==> config.mk <==
export PLATFORM = sky130hd
export DESIGN_NAME = can_status_interrupt_fifo_regs
export DESIGN_NICKNAME = d
export VERILOG_FILES = /design/src/common/can_status_pkg.sv /design/src/rtl/can_status_interrupt_fifo_regs.sv
export VERILOG_INCLUDE_DIRS = /design/src /design/src/common
export SDC_FILE = /design/constraint.sdc
export NUM_CORES = 1
export LEC_CHECK = 0
export BUFFER_PORTS_ARGS = -buffer_cell sky130_fd_sc_hd__buf_2
export CORE_MARGIN = 10
export CORE_UTILIZATION = 35
export DETAILED_ROUTE_END_ITERATION = 10
export SLEW_MARGIN = 20
export SYNTH_ARGS = -nofsm -noshare
export SYNTH_HDL_FRONTEND = slang
export SYNTH_SLANG_ARGS = --single-unit
==> constraint.sdc <==
create_clock -name sys_clk -period 3.6 [get_ports sys_clk]
set_clock_uncertainty 0.05 [all_clocks]
set_input_delay 0.18 -clock sys_clk [delete_from_list [all_inputs] [get_ports sys_clk]]
set_output_delay 0.18 -clock sys_clk [all_outputs]
set_load 0.01 [all_outputs]
==> src/common/can_status_cfg.svh <==
// What this block does
// - Read-only five-bit payload compare count; zero off, 10001 longest, above invalid.
// - Read-only five-bit index of matching acceptance filter, 0 to 15.
// - Code reads 1000100 near full, 1000011 overflow, 1000010 wake, 1000001 error.
// - Buffer event code equals buffer index, 0 to 15; 16 to 63 reserved.
// - Writable three-bit shared buffer count select; 111 reserved.
// - Writable five-bit first buffer index of the receive queue.
// - Read-only six-bit pointer to the queue buffer written next.
// - Read-only six-bit pointer to the queue buffer software reads next.
// - Status bit high while transmitter is bus-off.
// - Status bit high while transmitter is error-passive.
// - Status bit high while receiver is error-passive.
// - Status bit high while transmitter is in error-warning.
// - Status bit high while receiver is in error-warning.
// - Summary bit high when either side is in error-warning.
// - Error flag raised by any of the six error-state sources.
// - Hardware sets flags; software clears by writing 0, writing 1 does nothing.
// - Sticky flag on invalid message received.
// - Sticky flag on wake-up activity on the bus.
// - Sticky flag when the receive queue becomes almost full.
// - Sticky flag on receive buffer overflow.
// - Sticky flags on receive and transmit buffer events until cleared.
// - Interrupt request only when a flag and its enable are both set.
`ifndef CAN_STATUS_CFG_SVH
`define CAN_STATUS_CFG_SVH
// Register byte offsets
`define OFF_CMP_LEN   8'h00
`define OFF_CODE      8'h04
`define OFF_AREA      8'h08
`define OFF_QPTR      8'h0c
`define OFF_FLAGS     8'h10
`define OFF_ENABLES   8'h14
// Flag bit positions in the low byte of the flag register
`define FLAG_INVALID  3'h7
`define FLAG_WAKE     3'h6
`define FLAG_ERR      3'h5
`define FLAG_NEAR     3'h3
`define FLAG_OVF      3'h2
`define FLAG_RXB      3'h1
`define FLAG_TXB      3'h0
`define FLAG_MASK     8'hef
// Reset values
`define PENDING_SOURCE_CODE_NONE    7'h40
`define RST_BUF_SEL   3'h0
`define RST_START     5'h00
// Interrupt codes
`define PENDING_SOURCE_CODE_ERR     7'h41
`define PENDING_SOURCE_CODE_WAKE    7'h42
`define PENDING_SOURCE_CODE_OVF     7'h43
`define PENDING_SOURCE_CODE_NEAR    7'h44
// Limits
`define CMP_MAX       5'h11
`define FILT_MAX      5'h0f
`define BUF_SEL_RSVD  3'h7
`define WARN_LIMIT    8'h60
`define PASSIVE_LIMIT 8'h80
// Bus responses
`define RESP_OKAY     2'h0
`define RESP_SLVERR   2'h2
`endif

==> src/common/can_status_pkg.sv <==
package can_status_pkg;

  // AXI4-Lite requests from the master
  typedef struct packed {
    logic        awvalid;
    logic [7:0]  awaddr;
    logic        wvalid;
    logic [31:0] wdata;
    logic [3:0]  wstrb;
    logic        bready;
    logic        arvalid;
    logic [7:0]  araddr;
    logic        rready;
  } axi_req_type;

  // AXI4-Lite answers of the slave
  typedef struct packed {
    logic        awready;
    logic        wready;
    logic        bvalid;
    logic [1:0]  bresp;
    logic        arready;
    logic        rvalid;
    logic [31:0] rdata;
    logic [1:0]  rresp;
  } axi_rsp_type;

  // Events and levels from the rest of the controller
  typedef struct packed {
    logic       filter_hit;
    logic [4:0] filter_index;
    logic       rx_buffer_event;
    logic [3:0] rx_buffer_index;
    logic       tx_buffer_event;
    logic [2:0] tx_buffer_index;
    logic       invalid_message;
    logic       wake_activity;
    logic       queue_near_full;
    logic       rx_overflow;
    logic       queue_written;
    logic       queue_read;
    logic       tx_bus_off;
    logic [7:0] tx_error_count;
    logic [7:0] rx_error_count;
    logic [4:0] payload_bit_compare_count;
  } unit_events_type;

  // Whole state of the block
  typedef struct packed {
    logic        aw_full;
    logic [7:0]  aw_addr;
    logic        w_full;
    logic [31:0] w_data;
    logic [3:0]  w_strb;
    logic        bvalid;
    logic [1:0]  bresp;
    logic        rvalid;
    logic [31:0] rdata;
    logic [1:0]  rresp;
    logic [4:0]  cmp_count;
    logic [4:0]  filt_idx;
    logic [6:0]  pending_source_code;
    logic [2:0]  buf_sel;
    logic [4:0]  start_idx;
    logic [5:0]  wr_ptr;
    logic [5:0]  rd_ptr;
    logic [5:0]  err_state;
    logic [7:0]  flags;
    logic [7:0]  enables;
    logic [2:0]  tx_idx;
    logic [3:0]  rx_idx;
    logic        irq;
  } regs_type;

endpackage

==> src/rtl/can_status_interrupt_fifo_regs.sv <==
`timescale 1ns/1ps
`include "can_status_cfg.svh"
module can_status_interrupt_fifo_regs import can_status_pkg::*; (
  input  wire logic            sys_clk,
  input  wire logic            arst_n,
  input  wire axi_req_type     axi_req,
  output axi_rsp_type          axi_rsp,
  input  wire unit_events_type unit_ev,
  output logic [2:0]           shared_buffer_count_sel,
  output logic [4:0]           queue_start_index,
  output logic                 irq_request
);

  logic [1:0]  rst_sync_q;
  logic        rst_n;
  regs_type    s_q;
  regs_type    s_d;
  logic [5:0]  err_now;
  logic        wr_go;
  logic        wr_ok;
  logic        area_wr;
  logic        flags_wr;
  logic        enables_wr;
  logic [7:0]  keep_mask;
  logic [7:0]  set_mask;
  logic [7:0]  pending;
  logic [5:0]  buf_count;
  logic [31:0] rd_word;
  logic        rd_ok;

  // Buffer count in shared memory for a select code
  function automatic logic [5:0] count_of(input logic [2:0] sel);
    case (sel)
      3'h0:    count_of = 6'h04;
      3'h1:    count_of = 6'h06;
      3'h2:    count_of = 6'h08;
      3'h3:    count_of = 6'h0c;
      3'h4:    count_of = 6'h10;
      3'h5:    count_of = 6'h18;
      default: count_of = 6'h20;
    endcase
  endfunction

  // Next queue buffer, wrapping from the last buffer back to the start
  function automatic logic [5:0] next_ptr(input logic [5:0] p, input logic [5:0] cnt,
                                          input logic [4:0] start);
    if ((p + 6'h01) >= cnt) begin
      next_ptr = {1'b0, start};
    end else begin
      next_ptr = p + 6'h01;
    end
  endfunction

  // Release of the asynchronous reset through two flops
  always_ff @(posedge sys_clk or negedge arst_n) begin
    if (!arst_n) begin
      rst_sync_q <= 2'h0;
    end else begin
      rst_sync_q <= {rst_sync_q[0], 1'b1};
    end
  end
  assign rst_n = rst_sync_q[1];

  // Error states from the error counters
  always_comb begin
    err_now[5] = unit_ev.tx_bus_off;
    err_now[4] = !unit_ev.tx_bus_off
                 && (unit_ev.tx_error_count >= `PASSIVE_LIMIT);
    err_now[3] = unit_ev.rx_error_count >= `PASSIVE_LIMIT;
    err_now[2] = unit_ev.tx_error_count >= `WARN_LIMIT;
    err_now[1] = unit_ev.rx_error_count >= `WARN_LIMIT;
    err_now[0] = err_now[2] | err_now[1];
  end

  // Write decode, done once address and data are both held
  always_comb begin
    wr_go      = s_q.aw_full && s_q.w_full && !s_q.bvalid;
    area_wr    = wr_go && (s_q.aw_addr == `OFF_AREA);
    flags_wr   = wr_go && (s_q.aw_addr == `OFF_FLAGS) && s_q.w_strb[0];
    enables_wr = wr_go && (s_q.aw_addr == `OFF_ENABLES) && s_q.w_strb[0];
    wr_ok      = (s_q.aw_addr == `OFF_CMP_LEN) || (s_q.aw_addr == `OFF_CODE)
                 || (s_q.aw_addr == `OFF_AREA) || (s_q.aw_addr == `OFF_QPTR)
                 || (s_q.aw_addr == `OFF_FLAGS) || (s_q.aw_addr == `OFF_ENABLES);
  end

  // Read mux over the register map
  always_comb begin
    rd_word = 32'h0;
    rd_ok   = 1'b1;
    case (axi_req.araddr)
      `OFF_CMP_LEN: rd_word = {27'h0, s_q.cmp_count};
      `OFF_CODE:    rd_word = {19'h0, s_q.filt_idx, 1'b0, s_q.pending_source_code};
      `OFF_AREA:    rd_word = {16'h0, s_q.buf_sel, 8'h0, s_q.start_idx};
      `OFF_QPTR:    rd_word = {18'h0, s_q.wr_ptr, 2'h0, s_q.rd_ptr};
      `OFF_FLAGS:   rd_word = {18'h0, s_q.err_state, s_q.flags};
      `OFF_ENABLES: rd_word = {24'h0, s_q.enables};
      default: begin
        rd_ok = 1'b0;
      end
    endcase
  end

  // Flag update: write-zero clear first, then hardware sets on top
  always_comb begin
    keep_mask = flags_wr ? s_q.w_data[7:0] : 8'hff;
    set_mask  = 8'h0;
    set_mask[`FLAG_INVALID] = unit_ev.invalid_message;
    set_mask[`FLAG_WAKE]    = unit_ev.wake_activity;
    set_mask[`FLAG_ERR]     = |(err_now & ~s_q.err_state);
    set_mask[`FLAG_NEAR]    = unit_ev.queue_near_full;
    set_mask[`FLAG_OVF]     = unit_ev.rx_overflow;
    set_mask[`FLAG_RXB]     = unit_ev.rx_buffer_event;
    set_mask[`FLAG_TXB]     = unit_ev.tx_buffer_event;
    buf_count = count_of(s_q.buf_sel);
  end

  // Next state of the whole block
  always_comb begin
    s_d = s_q;
    // Write address and data channels, taken in either order
    if (axi_req.awvalid && !s_q.aw_full) begin
      s_d.aw_full = 1'b1;
      s_d.aw_addr = axi_req.awaddr;
    end
    if (axi_req.wvalid && !s_q.w_full) begin
      s_d.w_full = 1'b1;
      s_d.w_data = axi_req.wdata;
      s_d.w_strb = axi_req.wstrb;
    end
    if (wr_go) begin
      s_d.aw_full = 1'b0;
      s_d.w_full  = 1'b0;
      s_d.bvalid  = 1'b1;
      s_d.bresp   = wr_ok ? `RESP_OKAY : `RESP_SLVERR;
    end
    if (s_q.bvalid && axi_req.bready) begin
      s_d.bvalid = 1'b0;
    end
    // Read channel, one read under way at a time
    if (axi_req.arvalid && !s_q.rvalid) begin
      s_d.rvalid = 1'b1;
      s_d.rdata  = rd_word;
      s_d.rresp  = rd_ok ? `RESP_OKAY : `RESP_SLVERR;
    end
    if (s_q.rvalid && axi_req.rready) begin
      s_d.rvalid = 1'b0;
    end
    // Status captured from the rest of the controller
    s_d.cmp_count = unit_ev.payload_bit_compare_count;
    if (unit_ev.filter_hit && (unit_ev.filter_index <= `FILT_MAX)) begin
      s_d.filt_idx = unit_ev.filter_index;
    end
    s_d.err_state = err_now;
    // Queue pointers walk the queue area and wrap at the buffer count
    if (unit_ev.queue_written) begin
      s_d.wr_ptr = next_ptr(s_q.wr_ptr, buf_count, s_q.start_idx);
    end
    if (unit_ev.queue_read) begin
      s_d.rd_ptr = next_ptr(s_q.rd_ptr, buf_count, s_q.start_idx);
    end
    // Area control write to the low byte restarts the queue at its new start buffer
    if (area_wr) begin
      if (s_q.w_strb[1] && (s_q.w_data[15:13] != `BUF_SEL_RSVD)) begin
        s_d.buf_sel = s_q.w_data[15:13];
      end
      if (s_q.w_strb[0]) begin
        s_d.start_idx = s_q.w_data[4:0];
        s_d.wr_ptr    = {1'b0, s_q.w_data[4:0]};
        s_d.rd_ptr    = {1'b0, s_q.w_data[4:0]};
      end
    end
    if (enables_wr) begin
      s_d.enables = s_q.w_data[7:0] & `FLAG_MASK;
    end
    s_d.flags = ((s_q.flags & keep_mask) | set_mask) & `FLAG_MASK;
    // Buffer indices behind the buffer flags
    if (unit_ev.rx_buffer_event) begin
      s_d.rx_idx = unit_ev.rx_buffer_index;
    end
    if (unit_ev.tx_buffer_event) begin
      s_d.tx_idx = unit_ev.tx_buffer_index;
    end
    // Code of the highest-priority enabled pending source; the invalid-message flag has no code and leaves the code idle
    pending = s_d.flags & s_d.enables;
    if (pending[`FLAG_ERR]) begin
      s_d.pending_source_code = `PENDING_SOURCE_CODE_ERR;
    end else if (pending[`FLAG_WAKE]) begin
      s_d.pending_source_code = `PENDING_SOURCE_CODE_WAKE;
    end else if (pending[`FLAG_OVF]) begin
      s_d.pending_source_code = `PENDING_SOURCE_CODE_OVF;
    end else if (pending[`FLAG_NEAR]) begin
      s_d.pending_source_code = `PENDING_SOURCE_CODE_NEAR;
    end else if (pending[`FLAG_TXB]) begin
      s_d.pending_source_code = {4'h0, s_d.tx_idx};
    end else if (pending[`FLAG_RXB]) begin
      s_d.pending_source_code = {3'h0, s_d.rx_idx};
    end else begin
      s_d.pending_source_code = `PENDING_SOURCE_CODE_NONE;
    end
    s_d.irq = |pending;
  end

  // State register
  always_ff @(posedge sys_clk or negedge rst_n) begin
    if (!rst_n) begin
      s_q           <= '0;
      s_q.pending_source_code     <= `PENDING_SOURCE_CODE_NONE;
      s_q.buf_sel   <= `RST_BUF_SEL;
      s_q.start_idx <= `RST_START;
    end else begin
      s_q <= s_d;
    end
  end

  // Ports from the state
  always_comb begin
    axi_rsp.awready = !s_q.aw_full;
    axi_rsp.wready  = !s_q.w_full;
    axi_rsp.bvalid  = s_q.bvalid;
    axi_rsp.bresp   = s_q.bresp;
    axi_rsp.arready = !s_q.rvalid;
    axi_rsp.rvalid  = s_q.rvalid;
    axi_rsp.rdata   = s_q.rdata;
    axi_rsp.rresp   = s_q.rresp;
    shared_buffer_count_sel = s_q.buf_sel;
    queue_start_index       = s_q.start_idx;
    irq_request             = s_q.irq;
  end
endmodule // can_status_interrupt_fifo_regs

==> results of run 1 <==
## synthesized netlist by cell type (3+ instances only)
cell	count
a21oi_1	23
a31oi_1	3
o21ai_0	18
o211ai_1	6
a2111oi_0	5
and2_1	3
nor4_1	6
buf_4	46
o31ai_1	3
ha_1	12
or2_2	4
inv_1	24
nand3_1	10
nand3b_1	4
a21boi_0	4
nand4_1	3
clkbuf_1	14
mux2_2	38
nand2_1	61
o21ai_1	4
dfrtp_1	107
mux2i_1	23
xnor2_1	4
o221ai_1	3
and3b_1	3
nand2b_1	6
xor2_1	4
or3_1	3
a22o_1	7
nor2_1	28
nor3_1	8
nor2b_1	9
## registers in the layout (all words and copies together), names as in the netlist
register,count
shared_buffer_count_sel,3
axi_rsp,20
queue_start_index,5
irq_request,1
rst_sync_q,2
s_q,77
## worst paths after layout
path                       slack (ps)                 endpoint                    start  depth (start not counted)
setup / recovery                  710        s_q[32]$_DFF_PN0_        s_q[32]$_DFF_PN0_                          8
hold / removal                     10      s_q[58]$_DFFE_PN0P_              unit_ev[38]                          2
setup reg to reg                  710        s_q[32]$_DFF_PN0_        s_q[32]$_DFF_PN0_                          8
hold reg to reg                   230         s_q[6]$_DFF_PN0_  rst_sync_q[1]$_DFF_PN0_                          0
max in group asynchronous        2340      s_q[59]$_DFFE_PN0P_  rst_sync_q[1]$_DFF_PN0_                          2
min in group asynchronous          80  rst_sync_q[1]$_DFF_PN0_                   arst_n                          2
## where the power goes
part	switching, mW	internal (mW)
Sequential	0.315	1.48
Clock	0.478	0.574
Combinational	0.616	0.619
Total	1.41	2.67
## through the flow
step           cells  utilization, %  setup WS, ps  instance area, um^2
2_1_floorplan    552               -           320                 5620
3_3_place_gp     811            38.4           890                 6030
3_5_place_dp     811            38.4           789                 6030
4_1_cts          854            42.1           725                 6620
5_1_grt          855            42.3           502                 6640
6_report         855            42.3           714                 6640
## layer usage
layer / wire (um) / GRT usage (%)
met2: 6920 / 22.4
met1: 6340 / 16.9
met3: 847 / 4.35
met4: 204 / 3.80
met5: 13 / 0
## area by class of cell
cell class / count / area, um^2
clock buffer: 10 / 239
clock inverter: 6 / 77.6
fill: 1520 / 9070
inverter: 24 / 90.1
multi-input combinational: 357 / 2410
sequential: 108 / 2710
tap: 216 / 270
timing repair buffer: 134 / 843
## kinds of logic (layout without fill, tap and decap cells)
| family | count (synthesis) | in the layout | synth area share [%] |
|---|---|---|---|
| compound gates | 97 | 97 | 12.1 |
| xor+xnor | 8 | 8 | 1.26 |
| fa+ha+maj | 12 | 12 | 2.70 |
| buf+inv | 87 | 174 | 9.03 |
| flops | 108 | 108 | 48.7 |
| mux | 61 | 61 | 11.8 |
| other cells | 2 | 19 | 0.135 |
| simple gates | 160 | 160 | 14.3 |
==> impl_table.tex, run 1 <==
\begin{tabular}{lr}
\hline
Metric & Value \\
\hline
\multicolumn{2}{l}{\textbf{Placed design}} \\
\quad Weighted congestion reported at the end of routability-driven placement & 0.865 \\
\quad IO buf count & 100 \\
\quad Detailed-placement wirelength estimate & 10800 um \\
\multicolumn{2}{l}{\textbf{Worst setup path}} \\
\quad Startpoint type of the worst setup path & flop \\
\quad Worst path required time & 3800 ps \\
\quad Delay contributed by the slowest stage of the critical path & 730 ps \\
\quad Data arrival time of the worst path & 3090 ps \\
\quad Critical Path Fanout Max & 9 \\
\quad Sort of element at the end of the critical path & flop \\
\quad Buf+Inv Stages, Crit Path & 0 \\
\quad Kind of cell adding the most delay to the critical path & compound AO/OA/AOI/OAI gates \\
\quad Slowest CP cell & a21oi\_1 \\
\quad Worst setup path class & flop to flop \\
\quad Cell-by-cell listing of the critical path & and3\_1, nand3\_1, xnor2\_1, ha\_1, nor3\_1, a21oi\_1, o32ai\_1, a311oi\_1 \\
\multicolumn{2}{l}{\textbf{Finish}} \\
\quad Signed area change from the synthesized netlist to the final layout & 19.5\% \\
\quad Antenna diode count & 0 \\
\quad Share of cells above drive strength 1 & 26.9\% \\
\quad Most frequent standard cell in the layout excluding fill and tap cells & dfrtp\_1 \\
\quad Most frequent cells in the layout & 106 x dfrtp\_1, 100 x buf\_2, 61 x nand2\_1 \\
\quad \# nets final & 748 \\
\multicolumn{2}{l}{\textbf{GRT}} \\
\quad Total overflow reported by the global router & 0 \\
\quad Via count of the first global-routing pass & 4398 \\
\quad Largest net degree at the start of global routing & 87 \\
\quad Total GRT Usage & 13.7\% \\
\quad Number of antenna violations at the first check in global routing & 1 \\
\quad Wire length of the first global-routing pass & 23700 um \\
\multicolumn{2}{l}{\textbf{Synthesis}} \\
\quad Summed instance area of the synthesized netlist & 0.00556 mm\^{}2 \\
\quad Warnings, synthesis & 0 \\
\quad Synth top area cells & dfrtp\_1 48\%, mux2\_2 7.7\%, buf\_4 6.2\% \\
\quad Sequential share of the synthesized area & 48.7\% \\
\quad Flop and latch count out of synthesis & 108 \\
\quad Number of unique standard cell types used by synthesis & 59 \\
\quad Leading area contributor after synthesis & dfrtp\_1 \\
\quad Main synth FF type & dfrtp\_1 \\
\quad Syn\_area\_per\_cell & 10.4 um\^{}2 \\
\quad Share of the synthesized area in the top cell type & 48.2\% \\
\quad Async set-or-reset flop fraction in the synthesized netlist & 100\% \\
\quad Number of standard cells after synthesis & 535 \\
\quad Number of enable flip-flop cells after synthesis & 0 \\
\multicolumn{2}{l}{\textbf{STA}} \\
\quad Hold slack final & 13.6 ps \\
\quad Final Hold Violating Endpoints & 0 \\
\quad Min Tclk post-route & 2890 ps \\
\quad Final clock period utilization by the worst path & 80.2\% \\
\quad Worst max-slew margin expressed relative to the limit & 25.7\% \\
\quad Max Fclk & 347 MHz \\
\quad RSZ-0062 raised after global routing & false \\
\quad Final Setup Violations & 0 \\
\quad Worst-margin pin slew & 1100 ps \\
\quad Setup TNS after final layout & 0 ps \\
\quad Number of pins exceeding their max-slew limit in the final report & 0 \\
\multicolumn{2}{l}{\textbf{Pwr}} \\
\quad Cell area power density & 615 mW/mm\^{}2 \\
\quad Total design power & 4.08 mW \\
\quad Peak ir drop on the vdd network & 0.394 mV \\
\quad Static Leakage & 3.13 nW \\
\multicolumn{2}{l}{\textbf{Detailed routing}} \\
\quad Final routed DRC violation total & 0 \\
\quad Avg Vias per Cell & 4.88 \\
\quad Post-DR wirelength/cell & 16.8 um \\
\quad First-pass iteration count of the detailed router & 5 \\
\quad Wirelength, routed & 14300 um \\
\quad DRC violation total after the first TritonRoute iteration & 244 \\
\quad Number of antenna-violating nets in the routed design & 0 \\
\quad Overall via count from detail\_route & 4172 \\
\multicolumn{2}{l}{\textbf{Die}} \\
\quad Number of standard-cell rows in the floorplan & 46 \\
\quad Core outline area & 0.0157 mm\^{}2 \\
\quad Die width & 146 um \\
\quad Die span in y & 146 um \\
\quad Top-level port count & 152 \\
\quad Initial standard-cell utilization of the core & 35.4\% \\
\quad Die area & 0.0213 mm\^{}2 \\
\multicolumn{2}{l}{\textbf{Clock network}} \\
\quad Clock tree from TritonCTS & built \\
\quad H-tree levels & 3 \\
\quad Setup Buffers After CTS & 0 \\
\quad CTS sink cnt & 108 \\
\quad Clk buf depth & 2 \\
\quad Register clock-pin slew on the reported worst setup and hold paths & 70 ps \\
\quad Resized Gates After CTS & 0 \\
\quad Insertion delay of the later-clocked pin in the worst-skew pair & 360 ps \\
\quad Num CTS Buffers & 9 \\
\quad Hold buffers post-CTS & 27 \\
\quad Clock Root Buffer & clkbuf\_16 \\
\multicolumn{2}{l}{\textbf{Run status}} \\
\quad Result of the run & finished, final reports clean \\
\multicolumn{2}{l}{\textbf{Flow run}} \\
\quad Max\_cap viols & 0 \\
\multicolumn{2}{l}{\textbf{Worst hold path}} \\
\quad Path class of the lowest-slack min-delay path & primary input to flop \\
\hline
\end{tabular}
Power figures use the tool's default switching activity.
==> run 2, diff against run 1 <==
--- a/config.mk
+++ b/config.mk
@@ -6,6 +6,7 @@
 export SDC_FILE = /design/constraint.sdc
 export NUM_CORES = 1
 export LEC_CHECK = 0
+export ABC_AREA = 1
 export BUFFER_PORTS_ARGS = -buffer_cell sky130_fd_sc_hd__buf_2
 export CORE_MARGIN = 10
 export CORE_UTILIZATION = 35
==> constraint.sdc (replaced) <==
create_clock -name sys_clk -period 2.75 [get_ports sys_clk]
set_clock_uncertainty 0.05 [all_clocks]
set_input_delay 0.1375 -clock sys_clk [delete_from_list [all_inputs] [get_ports sys_clk]]
set_output_delay 0.1375 -clock sys_clk [all_outputs]
set_load 0.01 [all_outputs]
==> run 2 against run 1 <==
  * Total power is 31% higher
  * Maximum frequency is 16% higher
  * Die area is 0.57% lower
  * Register-to-register slack worse by 460 ps
==> impl_table.tex, run 2 <==
\begin{tabular}{lr}
\hline
Metric & Value \\
\hline
\multicolumn{2}{l}{\textbf{Run status}} \\
\quad Result of the run & finished, final reports clean \\
\multicolumn{2}{l}{\textbf{Synthesis}} \\
\quad Flop and latch count out of synthesis & 108 \\
\quad Most used standard cell by instance count after synthesis & nand2\_1 \\
\quad Syn\_area\_per\_cell & 8.79 um\^{}2 \\
\quad Main synth FF type & dfrtp\_1 \\
\quad Async set-or-reset flop fraction in the synthesized netlist & 100\% \\
\quad Number of enable flip-flop cells after synthesis & 0 \\
\quad Sequential share of the synthesized area & 49.0\% \\
\quad Number of unique standard cell types used by synthesis & 39 \\
\quad Number of standard cells after synthesis & 628 \\
\quad Share of the synthesized area in the top cell type & 48.5\% \\
\quad Leading area contributor after synthesis & dfrtp\_1 \\
\quad Summed instance area of the synthesized netlist & 0.00552 mm\^{}2 \\
\quad Synth top area cells & dfrtp\_1 49\%, nand2\_1 8.4\%, buf\_4 6.3\% \\
\quad Warnings, synthesis & 0 \\
\quad Commonest cells post-synth & 124 x nand2\_1, 107 x dfrtp\_1, 77 x inv\_1 \\
\multicolumn{2}{l}{\textbf{Worst setup path}} \\
\quad Critical Path Fanout Max & 11 \\
\quad Data arrival time of the worst path & 2690 ps \\
\quad Setup slack, reg-to-reg & 260 ps \\
\quad Critical path startpoint & s\_q[32]\$\_DFF\_PN0\_ \\
\quad Count of cells along the worst register-to-register path & 11 \\
\quad Worst path required time & 2940 ps \\
\quad Startpoint type of the worst setup path & flop \\
\quad Sort of element at the end of the critical path & flop \\
\quad Capture instance of the worst register-to-register path & s\_q[31]\$\_DFF\_PN0\_ \\
\quad Worst setup path class & flop to flop \\
\quad RR Startpoint & s\_q[32]\$\_DFF\_PN0\_ \\
\multicolumn{2}{l}{\textbf{Die}} \\
\quad Die span in y & 146 um \\
\quad Core outline area & 0.0153 mm\^{}2 \\
\quad Number of standard-cell rows in the floorplan & 45 \\
\quad Top-level port count & 152 \\
\quad Initial standard-cell utilization of the core & 36.0\% \\
\quad Die area & 0.0212 mm\^{}2 \\
\quad Die width & 146 um \\
\multicolumn{2}{l}{\textbf{Placed design}} \\
\quad Weighted congestion reported at the end of routability-driven placement & 0.857 \\
\quad IO buf count & 100 \\
\quad Detailed-placement wirelength estimate & 10700 um \\
\multicolumn{2}{l}{\textbf{GRT}} \\
\quad Wire length of the first global-routing pass & 23200 um \\
\quad Number of antenna violations at the first check in global routing & 0 \\
\quad Largest net degree at the start of global routing & 49 \\
\quad Via count of the first global-routing pass & 4549 \\
\quad Total GRT Usage & 13.3\% \\
\quad Total overflow reported by the global router & 0 \\
\multicolumn{2}{l}{\textbf{Clock network}} \\
\quad Num CTS Buffers & 9 \\
\quad Clock tree from TritonCTS & built \\
\quad Register clock-pin slew on the reported worst setup and hold paths & 70 ps \\
\quad Insertion delay of the later-clocked pin in the worst-skew pair & 350 ps \\
\quad CTS sink cnt & 108 \\
\quad Clock Root Buffer & clkbuf\_16 \\
\quad H-tree levels & 3 \\
\quad Clk buf depth & 2 \\
\multicolumn{2}{l}{\textbf{STA}} \\
\quad Number of pins exceeding their max-slew limit in the final report & 0 \\
\quad Worst max-slew margin expressed relative to the limit & 50.1\% \\
\quad Final Hold Violating Endpoints & 0 \\
\quad Worst-margin pin slew & 747 ps \\
\quad Final clock period utilization by the worst path & 90.7\% \\
\quad Max Fclk & 401 MHz \\
\quad Final Setup Violations & 0 \\
\quad RSZ-0062 raised after global routing & false \\
\quad Hold slack final & 8.16 ps \\
\quad Setup TNS after final layout & 0 ps \\
\quad Min Tclk post-route & 2490 ps \\
\multicolumn{2}{l}{\textbf{Worst hold path}} \\
\quad Hold worst-path end & s\_q[24]\$\_DFF\_PN0\_ \\
\quad Path class of the lowest-slack min-delay path & primary input to flop \\
\quad Hold-critical path depth & 3 \\
\quad Hold Path Origin & unit\_ev[11] \\
\multicolumn{2}{l}{\textbf{Pwr}} \\
\quad Peak ir drop on the vdd network & 0.489 mV \\
\quad Static Leakage & 3.43 nW \\
\quad Total design power & 5.35 mW \\
\quad Cell area power density & 790 mW/mm\^{}2 \\
\multicolumn{2}{l}{\textbf{Detailed routing}} \\
\quad Number of antenna-violating nets in the routed design & 0 \\
\quad Wirelength, routed & 14000 um \\
\quad Final routed DRC violation total & 0 \\
\quad Avg Vias per Cell & 4.51 \\
\quad Overall via count from detail\_route & 4363 \\
\quad DRC violation total after the first TritonRoute iteration & 214 \\
\quad First-pass iteration count of the detailed router & 4 \\
\quad Post-DR wirelength/cell & 14.5 um \\
\multicolumn{2}{l}{\textbf{Finish}} \\
\quad Fraction of the core area covered by cells at the end of the flow & 44.2\% \\
\quad Biggest register & s\_q \\
\quad Flip-flop count of the largest register, all copies and words added & 77 \\
\quad Signed area change from the synthesized netlist to the final layout & 22.7\% \\
\quad Share of cells above drive strength 1 & 23.1\% \\
\quad \# nets final & 866 \\
\quad Filler Cell Count & 1589 \\
\quad Antenna diode count & 0 \\
\quad Most frequent cells in the layout & 124 x nand2\_1, 106 x dfrtp\_1, 100 x buf\_2 \\
\quad Most frequent standard cell in the layout excluding fill and tap cells & nand2\_1 \\
\multicolumn{2}{l}{\textbf{Flow run}} \\
\quad Max\_cap viols & 0 \\
\hline
\end{tabular}
==> run 2: final cells by class <==
class	count	area, um^2	share of cell area [%]
clock buffer	11	243	3.58
clock inverter	5	35.0	0.517
inverter	83	317	4.67
multi-input combinational	398	2180	32.2
sequential	108	2710	40.0
tap	211	264	3.90
timing repair buffer	152	1020	15.1
==> run 2: layer usage <==
layer / GRT usage [%] / wire length, um / vias up
li1: - / - / 2223
met1: 17.0 / 6450 / 2032
met2: 21.5 / 6650 / 90
met3: 3.66 / 705 / 18
met4: 3.99 / 215 / 0
met5: 0 / 0 / -
==> run 2: per-stage QoR <==
step           instance area (um^2)  setup slack, ps  instances
6_report                       6770              256        968
5_1_grt                        6770             8.60        968
3_3_place_gp                   6010              298        904
2_1_floorplan                  5590              553        645
3_5_place_dp                   6010              262        904
4_1_cts                        6770              256        968
==> run 2: worst max-delay path by stage <==
stage / end / slack [ps] / depth (start not counted)
2_1_floorplan: s_q[33]$_DFF_PN0_ / 550 / 14
3_3_place_gp: s_q[38]$_DFF_PN0_ / 300 / 11
3_5_place_dp: s_q[38]$_DFF_PN0_ / 260 / 11
4_1_cts: s_q[31]$_DFF_PN0_ / 260 / 11
5_1_grt: s_q[34]$_DFF_PN0_ / 9 / 12
6_report: s_q[31]$_DFF_PN0_ / 260 / 11
==> run 2: where the power goes <==
| group | leakage, nW | total, mW | internal, mW | switching, mW |
|---|---|---|---|---|
| Combinational | 2.04 | 1.80 | 0.736 | 1.07 |
| Sequential | 1.25 | 2.30 | 1.98 | 0.320 |
| Clock | 0.136 | 1.25 | 0.642 | 0.608 |
==> run 2: kinds of logic after synthesis <==
logic type | after synthesis | share of synthesized area [%]
AND/OR/NAND/NOR | 216 | 18.0
buffers and inverters | 139 | 12.7
AO/OA/AOI/OAI | 128 | 13.1
flip-flops | 108 | 49.0
multiplexers | 15 | 3.06
adder cells (fa/ha/maj) | 12 | 2.72
XOR/XNOR | 8 | 1.27
other | 2 | 0.136
==> run 2: timing repair <==
action,in CTS,in global routing
buffers inserted,0,0
setup endpoints to repair,0,3
hold buffers,48,0
resized for setup,0,1
hold endpoints to repair,48,0
==> run 2: worst max-delay path: stages, from the launching register on <==
cell and delay [ps]:
dfrtp_1 450, nand3_1 140, nor3_1 230, xor2_1 240, ha_1 280, a21oi_1 140, o21a_1 130, nand3_1 250
o21ai_0 250, o21ai_0 110, nand2_1 60, nand2_1 50
